### src/design/rpc_cfg.svh
// Timing counts and vectors for the reset pin controller
`ifndef RPC_CFG_SVH
`define RPC_CFG_SVH
`define RPC_CLK_PERIOD_NS 10
`define RPC_MACHINE_CYCLE_NS 120
`define RPC_MC_CLKS ((`RPC_MACHINE_CYCLE_NS + `RPC_CLK_PERIOD_NS - 1) / `RPC_CLK_PERIOD_NS)
`define RPC_HOLD_MCS 2
`define RPC_WDT_PULSE_MCS 96
`define RPC_WDT_TIMEOUT_CLKS 16384
`define RPC_RESET_VECTOR 16'h0000
`endif

### src/design/rpc_pkg.sv
// Types shared by the reset pin controller
package rpc_pkg;
    typedef enum logic [1:0] {
        RPC_RUN = 2'b00,    // Normal execution
        RPC_HELD = 2'b01,   // Reset held by the pin
        RPC_WDOG = 2'b10    // Driving the watchdog pulse
    } rpc_state_e;
    typedef logic [15:0] rpc_addr_t;
endpackage : rpc_pkg

### src/design/rpc_reset_pin_control.sv
// Reset pin controller: filters the active-high reset pin, runs the watchdog pulse
// Operation
// - Enter reset after two high machine cycles
// - No instruction fetch while reset held
// - Peripherals stopped, I/O drivers tristated in reset
// - Watchdog expiry turns reset pin to output
// - Watchdog drives bounded high pulse, then releases
// - Execution restarts at fixed reset vector
// - Special function registers default on leaving reset
// - I/O control registers held default during reset
// - No data memory access during reset
`include "rpc_cfg.svh"
module rpc_reset_pin_control
    import rpc_pkg::*;
#(
    parameter int WDT_TIMEOUT_CLKS = `RPC_WDT_TIMEOUT_CLKS // Shortenable for simulation
) (
    input wire logic ref_clk,
    input wire logic reset,
    input wire logic rst_pin_in,
    output logic rst_pin_out,
    output logic rst_pin_oe,
    input wire logic wdt_enable,
    input wire logic wdt_kick,
    output logic core_halt,
    output logic core_pc_load,
    output rpc_addr_t core_pc_value,
    output logic periph_stop,
    output logic gpio_tristate,
    output logic special_function_registers_reset,
    output logic io_ctrl_reset,
    output logic dmem_access_block
);
    // Timing in clocks, worked out from the machine cycle length
    // A machine cycle is rounded up to whole clocks so the filter never runs short
    localparam int MC_CLKS = `RPC_MC_CLKS;
    localparam int HOLD_CLKS = MC_CLKS * `RPC_HOLD_MCS;
    localparam int PULSE_CLKS = MC_CLKS * `RPC_WDT_PULSE_MCS;

    // Filter, pulse and watchdog state
    logic pin_sync;               // Synchronised pin level
    rpc_state_e state_reg;        // Controller state
    rpc_state_e state_next;       // Next controller state
    logic [15:0] hold_cnt_reg;    // Clocks the pin has stayed high
    logic [15:0] hold_cnt_next;   // Next hold count
    logic [15:0] pulse_cnt_reg;   // Clocks left in the watchdog pulse
    logic [15:0] pulse_cnt_next;  // Next pulse count
    logic [31:0] wdt_cnt_reg;     // Watchdog count
    logic [31:0] wdt_cnt_next;    // Next watchdog count
    logic in_reset_reg;           // Registered reset condition

    // Pin is asynchronous to ref_clk
    // Two flops keep a slow edge on the pin from going metastable
    rpc_sync u_sync (
        .ref_clk(ref_clk),
        .reset(reset),
        .async_in(rst_pin_in),
        .sync_out(pin_sync)
    );

    // Decode of filter, watchdog and state conditions
    // The filter is judged on the synchronised pin only, never the raw pad
    wire hold_done = (hold_cnt_reg >= 16'(HOLD_CLKS - 1));
    wire pin_qualified = pin_sync && hold_done;
    // Expiry is ignored while held, so a held chip never pulses the pin
    wire wdt_expire = wdt_enable && !in_reset_reg &&
                      (wdt_cnt_reg >= 32'(WDT_TIMEOUT_CLKS - 1));
    // Pulse ends as the count reaches its last clock
    wire pulse_done = (pulse_cnt_reg == 16'h0001);
    // Reset condition and its falling edge, one clock ahead of the output flops
    wire in_reset_next = (state_next != RPC_RUN);
    wire leaving_reset = in_reset_reg && !in_reset_next;

    // Hold count: a single low sample restarts the filter so glitches never reset
    // Count saturates so a long hold never wraps back to zero
    assign hold_cnt_next = !pin_sync ? 16'h0000 :
                           hold_done ? hold_cnt_reg : hold_cnt_reg + 16'h0001;
    // Watchdog counts only while running; kick or reset restarts it
    // A kick held high keeps the count at zero
    assign wdt_cnt_next = (in_reset_reg || wdt_kick || !wdt_enable) ? 32'h0000_0000 :
                          wdt_cnt_reg + 32'h0000_0001;
    // Pulse count loads on expiry and runs down while driving
    // Counter is idle at zero outside the pulse
    assign pulse_cnt_next = wdt_expire ? 16'(PULSE_CLKS) :
                            (state_reg == RPC_WDOG && pulse_cnt_reg != 16'h0000) ?
                            pulse_cnt_reg - 16'h0001 : 16'h0000;

    // State transitions
    always_comb begin
        // Default: stay in the present state
        state_next = state_reg;
        case (state_reg)
            RPC_RUN: begin
                // Watchdog first: its pulse wins over a pin that rises at once
                if (wdt_expire) begin
                    state_next = RPC_WDOG;
                end else if (pin_qualified) begin
                    state_next = RPC_HELD;
                end
            end
            RPC_HELD: begin
                // Stay while the supervisor keeps the pin high
                if (!pin_sync) begin
                    state_next = RPC_RUN;
                end
            end
            RPC_WDOG: begin
                // Our own pulse reads back high; hand over to pin hold afterwards
                if (pulse_done) begin
                    state_next = RPC_HELD;
                end
            end
            default: begin
                // Unused code: fall back to running
                state_next = RPC_RUN;
            end
        endcase
    end

    // Next pin drive: only the watchdog pulse ever turns the pin around
    wire pin_drive_next = (state_next == RPC_WDOG);
    // One hold-off condition feeds every reset output so they move as one
    wire hold_off_next = in_reset_next;

    // Controller state
    // State moves on every clock; there is no clock enable
    always_ff @(posedge ref_clk) begin
        if (reset) begin
            state_reg <= RPC_RUN; // Chip reset leaves the core free to run
        end else begin
            state_reg <= state_next;
        end
    end

    // Pin filter count
    // Restarts on any low sample of the synchronised pin
    always_ff @(posedge ref_clk) begin
        if (reset) begin
            hold_cnt_reg <= 16'h0000; // Filter starts empty
        end else begin
            hold_cnt_reg <= hold_cnt_next;
        end
    end

    // Watchdog pulse count
    // Loaded on expiry, runs down to zero
    always_ff @(posedge ref_clk) begin
        if (reset) begin
            pulse_cnt_reg <= 16'h0000; // No pulse pending
        end else begin
            pulse_cnt_reg <= pulse_cnt_next;
        end
    end

    // Watchdog timeout count
    // Kept at 32 bits so a long timeout never wraps before it expires
    always_ff @(posedge ref_clk) begin
        if (reset) begin
            wdt_cnt_reg <= 32'h0000_0000; // Timeout starts afresh
        end else begin
            wdt_cnt_reg <= wdt_cnt_next;
        end
    end

    // Reset condition, one clock behind, so its exit edge can be found
    always_ff @(posedge ref_clk) begin
        if (reset) begin
            in_reset_reg <= 1'b0; // Not held after a chip reset
        end else begin
            in_reset_reg <= in_reset_next;
        end
    end

    // Pin drive: value and enable move together, so the pin is never
    // driven low against the supervisor
    always_ff @(posedge ref_clk) begin
        if (reset) begin
            rst_pin_out <= 1'b0;
            rst_pin_oe <= 1'b0; // Pin released while the chip resets
        end else begin
            rst_pin_out <= pin_drive_next;
            rst_pin_oe <= pin_drive_next;
        end
    end

    // Core controls: halted while held, then one vector load on exit
    // The load pulse lines up with the fall of the halt
    always_ff @(posedge ref_clk) begin
        if (reset) begin
            core_halt <= 1'b0;
            core_pc_load <= 1'b0;
            core_pc_value <= `RPC_RESET_VECTOR;
        end else begin
            core_halt <= hold_off_next;
            core_pc_load <= leaving_reset;
            core_pc_value <= `RPC_RESET_VECTOR;
        end
    end

    // Peripherals and I/O drivers stay off for the whole reset
    always_ff @(posedge ref_clk) begin
        if (reset) begin
            periph_stop <= 1'b0;
            gpio_tristate <= 1'b0;
            io_ctrl_reset <= 1'b0;
        end else begin
            periph_stop <= hold_off_next;
            gpio_tristate <= hold_off_next;
            io_ctrl_reset <= hold_off_next;
        end
    end

    // Register defaults and the data memory guard
    // Memory contents are left alone; only the access path is shut
    always_ff @(posedge ref_clk) begin
        if (reset) begin
            special_function_registers_reset <= 1'b0;
            dmem_access_block <= 1'b0;
        end else begin
            special_function_registers_reset <= hold_off_next;
            dmem_access_block <= hold_off_next;
        end
    end
endmodule : rpc_reset_pin_control

### src/design/rpc_sync.sv
// Two-flop synchroniser for the reset pin input
module rpc_sync (
    input wire logic ref_clk,
    input wire logic reset,
    input wire logic async_in,
    output logic sync_out
);
    logic meta_reg; // First stage, read only by the second
    // Both stages clear to low so the chip leaves reset with the pin idle
    always_ff @(posedge ref_clk) begin
        if (reset) begin
            meta_reg <= 1'b0;
            sync_out <= 1'b0;
        end else begin
            meta_reg <= async_in;
            sync_out <= meta_reg;
        end
    end
endmodule : rpc_sync

### config.mk
export PLATFORM = sky130hd
export DESIGN_NAME = rpc_reset_pin_control
export DESIGN_NICKNAME = d
export VERILOG_FILES = /design/src/design/rpc_pkg.sv /design/src/design/rpc_reset_pin_control.sv /design/src/design/rpc_sync.sv
export VERILOG_INCLUDE_DIRS = /design/src /design/src/design
export SDC_FILE = /design/constraint.sdc
export NUM_CORES = 1
export LEC_CHECK = 0
export ABC_AREA = 1
export BUFFER_PORTS_ARGS = -buffer_cell sky130_fd_sc_hd__buf_2
export CORE_UTILIZATION = 39
export CTS_CLUSTER_DIAMETER = 40
export DETAILED_ROUTE_END_ITERATION = 8
export SLEW_MARGIN = 5
export SYNTH_ARGS = -nofsm -noshare
export SYNTH_HDL_FRONTEND = slang
export SYNTH_SLANG_ARGS = --single-unit
### constraint.sdc
create_clock -name ref_clk -period 1.8 [get_ports ref_clk]
set_input_delay 0 -clock ref_clk [delete_from_list [all_inputs] [get_ports ref_clk]]
set_output_delay 0 -clock ref_clk [all_outputs]
set_load 0.01 [all_outputs]
# Word level (Yosys, flattened, before mapping)
# Cells that the tools add are included.
# totals
reg_bits	71
latchBits	0
mem_bits_rw	0
romBits	0
in_bits	5
out_inout_bits	25
wordCells	44
memories	0
# classes
addsub	3
n_mul	0
div	0
n_lt_le_gt_ge	2
eq_ne	4
shift	0
muxes	7
bitwise	2
reduce_logical	16
# ops
op	count
32-bit by 1-bit adder with 32-bit output, second input constant	1
32-bit by 14-bit >= comparator with 1-bit output, second input constant	1
11-bit two-way mux	2
16-bit by 1-bit adder with 16-bit output, second input constant	1
16-bit by 1-bit equality test with 1-bit output, second input constant	1
16-bit by 5-bit >= comparator with 1-bit output, second input constant	1
16-bit nonzero test	1
16-bit by 1-bit subtractor with 16-bit output, second input constant	1
2-bit two-way mux	4
2-bit case mux with 3 select lines	1
1-bit logical AND	5
2-bit equality test, second input constant	2
2-bit OR reduction	2
1-bit zero test	3
3-bit OR reduction	1
2-bit by 1-bit equality test with 1-bit output, second input constant	1
2-bit zero test	1
1-bit logical OR	2
1-bit inverter	2
2-bit nonzero test	1

# Logic depth before layout (Yosys ltp)
# Gate-level depths: netlist of run 1.
# logic_depth
word_depth	8
ltp_mapped	12
ltp_nobuf	12

# Hierarchy
# Synthesis of run 1 repeated with hierarchy kept, for this count alone.
# unflattened
cells_unflattened	512
area_unflattened_um2	3606.0
# modules_own_cells
mod	instances	cells_each	area_per_inst_um2	seq_area_each_um2
rpc_reset_pin_control	1	506	3550.9	1381.3
rpc_sync	1	6	55.1	40.0

# Worst setup path after synthesis of run 1
# Ideal clock, no wire load.
# synth_path
kind	register to register
start	reg wdt_cnt_reg[0]
end	reg pulse_cnt_reg[13]
setup_time_ps	122
arrival_ps	1478
required_time_ps	1678
slack_ps	200
stages_incl_launch_ff	12
n_path_buf	1
synth_period_minus_slack_ps	1600
cell_sequence	dfxtp_1 ha_1 nand2_2 nor2_4 nand2_4 nor2_8 nand2_2 nand2_2 nand2_2 nand2_4 buf_12 a21oi_2
# synth_via
elab_chain_len	3
# synth_rtl
item	line	text
start: declaration	rpc_reset_pin_control.sv:48	logic [31:0] wdt_cnt_reg;
start signal: assignment	rpc_reset_pin_control.sv:161	wdt_cnt_reg <= wdt_cnt_next;
32-bit by 14-bit >= comparator with 1-bit output	rpc_reset_pin_control.sv:67	(wdt_cnt_reg >= 32'(WDT_TIMEOUT_CLKS - 1));
1-bit logical AND	rpc_reset_pin_control.sv:66	wire wdt_expire = wdt_enable && !in_reset_reg &&
3-bit OR reduction (no source line)	n/a	
end signal: assignment	rpc_reset_pin_control.sv:151	pulse_cnt_reg <= pulse_cnt_next;
end: declaration	rpc_reset_pin_control.sv:46	logic [15:0] pulse_cnt_reg;
# Every way passes these cells.
# A chain may end at the register's enable or synchronous reset.

# Worst setup path after layout of run 1
# layout_path
start	reg wdt_cnt_reg[0]
end	reg pulse_cnt_reg[3]
# Same word-level chain as after synthesis.

==> results of run 1 <==
cells by family after synthesis:
family,Yosys count
adders and majority gates,4
AOI/OAI and AO/OA,54
other,1
DFF,71
xor gates and xnor gates,7
and+or+nand+nor,280
buffers and inverters,97
synth_stat cells:
master / instances
buf_2: 1
inv_1: 69
nor2_8: 1
o21ai_0: 16
buf_12: 1
nand2_2: 4
nor3b_1: 4
o21a_1: 2
nor3_1: 18
nor2_2: 8
nand2_1: 102
nor2_4: 1
conb_1: 1
nand3_1: 30
a21oi_1: 27
nor4_4: 1
xor2_1: 5
inv_2: 2
xnor2_1: 2
clkbuf_1: 2
o31ai_1: 1
buf_4: 22
and2_2: 1
ha_1: 4
nor2_1: 83
nor3_2: 2
or2_2: 3
dfxtp_1: 71
and3_1: 2
a31oi_1: 1
nand4_1: 10
nand3_2: 1
nand3b_1: 6
or2_0: 1
nand2_4: 2
a21oi_2: 7
power groups by stage:
stage	combinational, uW	sequential (uW)	clock [uW]
final	57.9	1580	1250
after global routing	65.8	1580	1370
after CTS	57.8	1580	1310
after detailed placement	52.5	1610	0
after global placement	51.9	1610	0
after floorplan	64.0	1610	0
layout make-up:
cell class / instances / share of cell area [%]
Tap cell: 108 / 3.43
Timing Repair Buffer: 21 / 3.36
Clock inverter: 7 / 1.87
Inverter: 71 / 6.76
Clock buffer: 9 / 3.14
Sequential cell: 71 / 36.1
Multi-Input combinational cell: 361 / 45.3
layer usage:
metal	wire, um	GRT usage, %
met1	3420	20.7
met2	3360	27.7
met3	318	3.58
met4	174	7.11
met5	0	0
cells in the final DEF (no fill, tap or decap), types with 13 or more instances in the layout:
master / count
a21oi_1: 27
o21ai_0: 16
dfxtp_1: 68
nor2_1: 83
nor3_1: 17
nand3_1: 30
inv_1: 69
nand2_1: 102
buf_2: 13
conb_1: 16
worst paths after layout:
kind	endpoint	slack, ns
max	pulse_cnt_reg[3]	0.17
min reg2reg	u_sync.sync_out	0.41
max reg2reg	pulse_cnt_reg[3]	0.17
min	wdt_cnt_reg[23]	0.11
critical path, delay by kind of cell, from the launching register on:
family | cells | cell delay, ns
and+or+nand+nor | 8 | 0.88
DFF | 1 | 0.36
adders and majority gates | 1 | 0.19
AOI/OAI and AO/OA | 1 | 0.08
stage by stage:
| stage | setup slack [ns] | std cells | instance area (um^2) |
|---|---|---|---|
| final | 0.166 | 648 | 3940 |
| after detailed placement | 0.130 | 629 | 3700 |
| after floorplan | 0.200 | 529 | 3660 |
| after global routing | 0.0130 | 648 | 3940 |
| after CTS | 0.110 | 648 | 3930 |
| after global placement | 0.176 | 629 | 3700 |
timing repair:
action / 4_1_cts / 5_1_grt
resized for setup: 0 / 6
endpoints found under the hold margin: 2 / 0
hold buffers: 3 / 0
buffers inserted: 0 / 0
setup endpoints to repair: 0 / 6
==> results by group, run 1 <==
Min path
  – Hold depth: 5
  – Worst hold path class: input pin to register
  – Min-delay src: wdt_kick

Status
  – Failing checks: DRC
  – Outcome: finished, violations left

Floorplan
  – Core area: 0.00885 mm^2
  – Die W: 98.1 um
  – Row cnt: 34
  – Die extent in y: 98.1 um
  – I/O pin cnt: 30
  – Initial Util: 40.7%
  – DIE AREA: 0.00963 mm^2

GRT
  – Vias in the first global route: 2916
  – First-pass GRT wire length: 12800 um
  – GR Util All Layers: about 17%
  – Total global routing overflow: 0
  – Pin count of the biggest net entering global routing: 24
  – Antenna violations before repair: 0

STA
  – Fin Hold WS: roughly 0.11 ns
  – F_max: a little over 600 MHz
  – Worst Tran Pin Value: approximately 0.54 ns
  – # setup viols final: 0
  – Setup TNS: 0 ns
  – Final Cycle Share: between 90% and 100%
  – Clock skew: between 0.008 and 0.009 ns
  – Crit path time final: approximately 1.6 ns
  – Fin. Hold Viols: 0
  – Slew margin rel.: 63.7%
  – Slew Limit Fails: 0
  – Unrepaired setup endpoints after global routing: false

Synthesis
  – Ys Warns: 0
  – Simple-gate share of the synthesized area: 36.0%
  – Synth Area in Compound Gates: 8.47%
  – Post-synthesis xor/xnor area fraction: 1.70%
  – Syn avg cell area: 7.01 um^2
  – Largest family of logic cells by synthesized area: simple AND/OR/NAND/NOR gates
  – Post-synthesis cell count: slightly above 500
  – Adder-cell share of the synthesized area: 1.39%
  – Syn Std Cell Area: 0.00360 mm^2
  – Share of the synthesized area in the top cell type: 39.4%
  – Ranking of synthesized cells by area: dfxtp_1, nand2_1, nor2_1
  – Sequential area share after synthesis: 39.4%
  – FF+latch count, synth: 71
  – Biggest area consumer among synthesized cells: dfxtp_1
  – Yosys cell types: 36
  – Post-synthesis mux area share: 0%

Clock network
  – Worst-Skew Late Latency: 0.35 ns
  – CTS sink cnt: 71
  – CTS tree: yes
  – Total CTS buffers: 9
  – Clock buffer depth: 2
  – Clock Tree Root: clkbuf_8
  – H-tree level count: 3
  – Clock-pin transition on the worst setup and hold timing paths: 0.09 ns

Drt
  – Iteration-0 DRC count of the detailed router: between 100 and 150
  – Vias per Instance: between 4 and 5
  – DR pass1 iterations: 6
  – Vias: between 3000 and 4000
  – Drt drc: 3
  – Detail Route Antenna Nets: 0
  – DR WL/cell: approximately 11 um
  – Post-Route WL: 7270 um

Power and ir drop
  – Comb pwr share: 2.0%
  – P_int: ~2100 uW
  – Pwr/cell area: 732 mW/mm^2
  – Pwr Total: 2890 uW
  – Clk pwr share: a little over two fifths
  – P_sw: 751 uW
  – Lkg Pwr: 0.00166 uW
  – Max IR drop VDD: 0.557 mV
  – Switching portion of total power: 26.0%
  – Seq pwr share: 54.6%

Placement
  – PortBufs: 13
  – GPL Wtd Cong: between 0.8 and 0.9
  – Estimated wirelength of the detail-placed design: between 5000 and 6000 um

Setup path
  – Critical Path, Cell by Cell: ha_1, nand2_2, nor2_4, nand2_4, nor2_8, nand2_2, nand2_2, nand2_2, nand2_4, a21oi_1
  – RR Startpoint: wdt_cnt_reg[0]
  – WS Path Type: register to register
  – Slowest-stage cell, CP: dfxtp_2
  – Kind of end point of the critical path: register
  – CP dominant cell by count: nand2_2
  – Crit-path max cell delay: 0.36 ns
  – Req. time, crit path: slightly above 2 ns
  – CP max FO: 14
  – CP arrival: ~1.9 ns
  – Critical Path Start Type: register
  – Worst reg-to-reg path cell count: 10
  – CP startpoint: wdt_cnt_reg[0]

Finish
  – FF+latch area: 0.00143 mm^2
  – Filler cells: ~940
  – Share of cells above drive strength 1: 13.3%
  – Number of diodes: 0
  – Final core occ: 44.6%
  – Syn-to-layout area delta: 9.44%
  – Area of the multi-input gates: 0.00179 mm^2
  – Number of flip-flops in the largest register: 32
  – NumNets Final: 544

Job
  – Max-cap violation count: 0
No activity file was read; power rests on OpenSTA's default activity.
==> run 2: changes to the inputs <==
--- a/config.mk
+++ b/config.mk
@@ -10,2 +10,3 @@
 export BUFFER_PORTS_ARGS = -buffer_cell sky130_fd_sc_hd__buf_2
+export CORE_MARGIN = 1.5
 export CORE_UTILIZATION = 39
==> constraint.sdc (replaced) <==
create_clock -name ref_clk -period 1.8 [get_ports ref_clk]
set_input_delay 0.27 -clock ref_clk [delete_from_list [all_inputs] [get_ports ref_clk]]
set_output_delay 0.27 -clock ref_clk [all_outputs]
set_load 0.01 [all_outputs]
==> run 2 against run 1 <==
  * The run now ends clean
  * Maximum frequency down 1.8%
  * Via count down 0.42%
  * Clock power up 17%
  * Die area up 2.0%
  * Routed wire length down 1.6%
  * Clock skew down 0.0030 ns
  * Sequential power about the same
  * Cell count down 0.62%
  * Register-to-register slack worse by 0.03 ns
  * Global-route usage down 0.95 points
  * First-iteration DRC count down 3.2%
==> results by group, run 2 (synthesized netlist as in run 1, its figures left out) <==
Power and ir drop
  – Pwr Total: ~3000 uW
  – Max IR drop VDD: about 0.44 mV
  – Lkg Pwr: 0.00165 uW
  – Pwr/cell area: a little under 800 mW/mm^2

Placement
  – Post-DP Area: 0.00369 mm^2
  – PortBufs: 13
  – Estimated wirelength of the detail-placed design: 5310 um
  – GPL Wtd Cong: 0.871

Drt
  – Post-Route WL: 7160 um
  – Drt drc: 0
  – Vias per Instance: 4.75
  – Iteration-0 DRC count of the detailed router: 120
  – Vias: 3060
  – DR pass1 iterations: 4
  – DR WL/cell: 11.1 um
  – Detail Route Antenna Nets: 0

Min path
  – Worst hold endpoint: u_sync.meta_reg
  – Min-delay src: rst_pin_in
  – Worst hold path class: input pin to register
  – Hold depth: 3

Clock network
  – Post-CTS Setup Bufs: 0
  – Total CTS buffers: 9
  – CTS sink cnt: 71
  – H-tree level count: 3
  – Clock-pin transition on the worst setup and hold timing paths: 0.08 ns
  – Post-CTS Resized: 0
  – Clock Tree Root: clkbuf_8
  – Worst-Skew Late Latency: roughly 0.35 ns
  – CTS tree: yes
  – Post-CTS Hold Buffers: 0
  – Clock buffer depth: 2

STA
  – Clock skew: 0.00551 ns
  – Setup TNS: 0 ns
  – Final Cycle Share: between 90 and 100%
  – Fin. Hold Viols: 0
  – Slew Limit Fails: 0
  – Crit path time final: ~1.7 ns
  – Worst Tran Pin Value: approximately 0.54 ns
  – Slew margin rel.: between 60 and 70%
  – F_max: 601 MHz
  – # setup viols final: 0
  – Fin Hold WS: 0.119 ns
  – Unrepaired setup endpoints after global routing: false

Finish
  – Number of diodes: 0
  – Filler cells: 920
  – Most frequent cells in the layout: nand2_1, nor2_1, inv_1, dfxtp_1, nand3_1
  – Number of flip-flops in the largest register: 32
  – Syn-to-layout area delta: 9.10%
  – Share of cells above drive strength 1: 12.9%
  – Commonest non-fill, non-tap cell in the layout: nand2_1
  – NumNets Final: 540
  – Area of the multi-input gates: 0.00178 mm^2
  – FF+latch area: 0.00142 mm^2
  – Post-route cell area: 0.00393 mm^2

Status
  – Outcome: complete, no violations

Setup path
  – FF-to-FF setup slack: 0.14 ns
  – FF-to-FF End: wdt_cnt_reg[30]
  – Worst reg-to-reg path cell count: 7
  – CP arrival: around 1.9 ns
  – CP dominant cell by count: nand2_1
  – Critical Path, Cell by Cell: inv_1, nor3_1, nand2_1, nor2_1, nand2_1, nand2_1, a21oi_1
  – RR Startpoint: wdt_cnt_reg[2]
  – Slowest-stage cell, CP: nor3_1
  – Kind of end point of the critical path: register
  – Req. time, crit path: 2.02 ns
  – Crit-path max cell delay: 0.46 ns
  – CP startpoint: wdt_cnt_reg[2]
  – Critical Path Start Type: register
  – WS Path Type: register to register
  – CP max FO: 5

Floorplan
  – I/O pin cnt: 30
  – Die extent in y: 99.1 um
  – Core area: 0.00885 mm^2
  – Die W: 99.1 um
  – Initial Util: 40.7%
  – Row cnt: 34
  – DIE AREA: 0.00982 mm^2

GRT
  – First-pass GRT wire length: between 10000 and 15000 um
  – Total global routing overflow: 0
  – Pin count of the biggest net entering global routing: 24
  – Vias in the first global route: between 2000 and 3000
  – GR Util All Layers: between 15 and 20%
  – Antenna violations before repair: 0

Job
  – Max-cap violation count: 0
## run 2: changes by cell type in the layout (fill, tap and decap cells not counted), sizes merged
cell | previous run | this run
clkinv | 2 | 1
clkinvlp | 0 | 1
dlygate4sd3 | 3 | 0
bufinv | 0 | 2
inv | 76 | 74
buf | 18 | 17
## run 2: worst max-delay path by stage
| stage | end | slack (ns) | cells past startpoint |
|---|---|---|---|
| CTS | pulse_cnt_reg[15] | 0.11 | 10 |
| floorplan | pulse_cnt_reg[13] | 0.20 | 11 |
| global route | dmem_access_block | 0.009 | 12 |
| detailed placement | pulse_cnt_reg[15] | 0.13 | 10 |
| global placement | pulse_cnt_reg[14] | 0.18 | 10 |
| finish | wdt_cnt_reg[30] | 0.14 | 7 |
## run 2: area by class of cell
type	count	area share (%)
inverters	71	6.78
flip-flops and latches	71	36.2
repair buffers	17	2.42
multi-input cells	361	45.4
clock inverters	7	2.61
well taps	108	3.44
clock buffers	9	3.15
## run 2: report_power, final
group / switching (uW) / internal (uW)
combinational: 39.7 / 11.8
clock: 660 / 797
sequential: 2.81 / 1570
## run 2: layer usage
| metal | track usage (%) | vias to the layer above | routed length [um] |
|---|---|---|---|
| li1 | - | 1627 | - |
| met1 | 18.8 | 1370 | 3490 |
| met2 | 27.2 | 54 | 3280 |
| met3 | 4.22 | 9 | 296 |
| met4 | 5.31 | 0 | 83 |
| met5 | 0 | - | 0 |
## run 2: through the flow
step	utilization, %	setup WS [ns]	std cells
after floorplan	-	0.200	529
after global placement	41.7	0.179	628
after detailed placement	41.7	0.132	628
after CTS	44.3	0.113	644
after global routing	44.4	0.00866	644
final	44.4	0.136	644
## run 2: critical path, delay by kind of cell, from the launching register on
family                 cells  cell delay, ns
AND/OR/NAND/NOR            5            0.99
flip-flops                 1            0.43
buffers and inverters      1            0.06
AO/OA/AOI/OAI              1            0.05
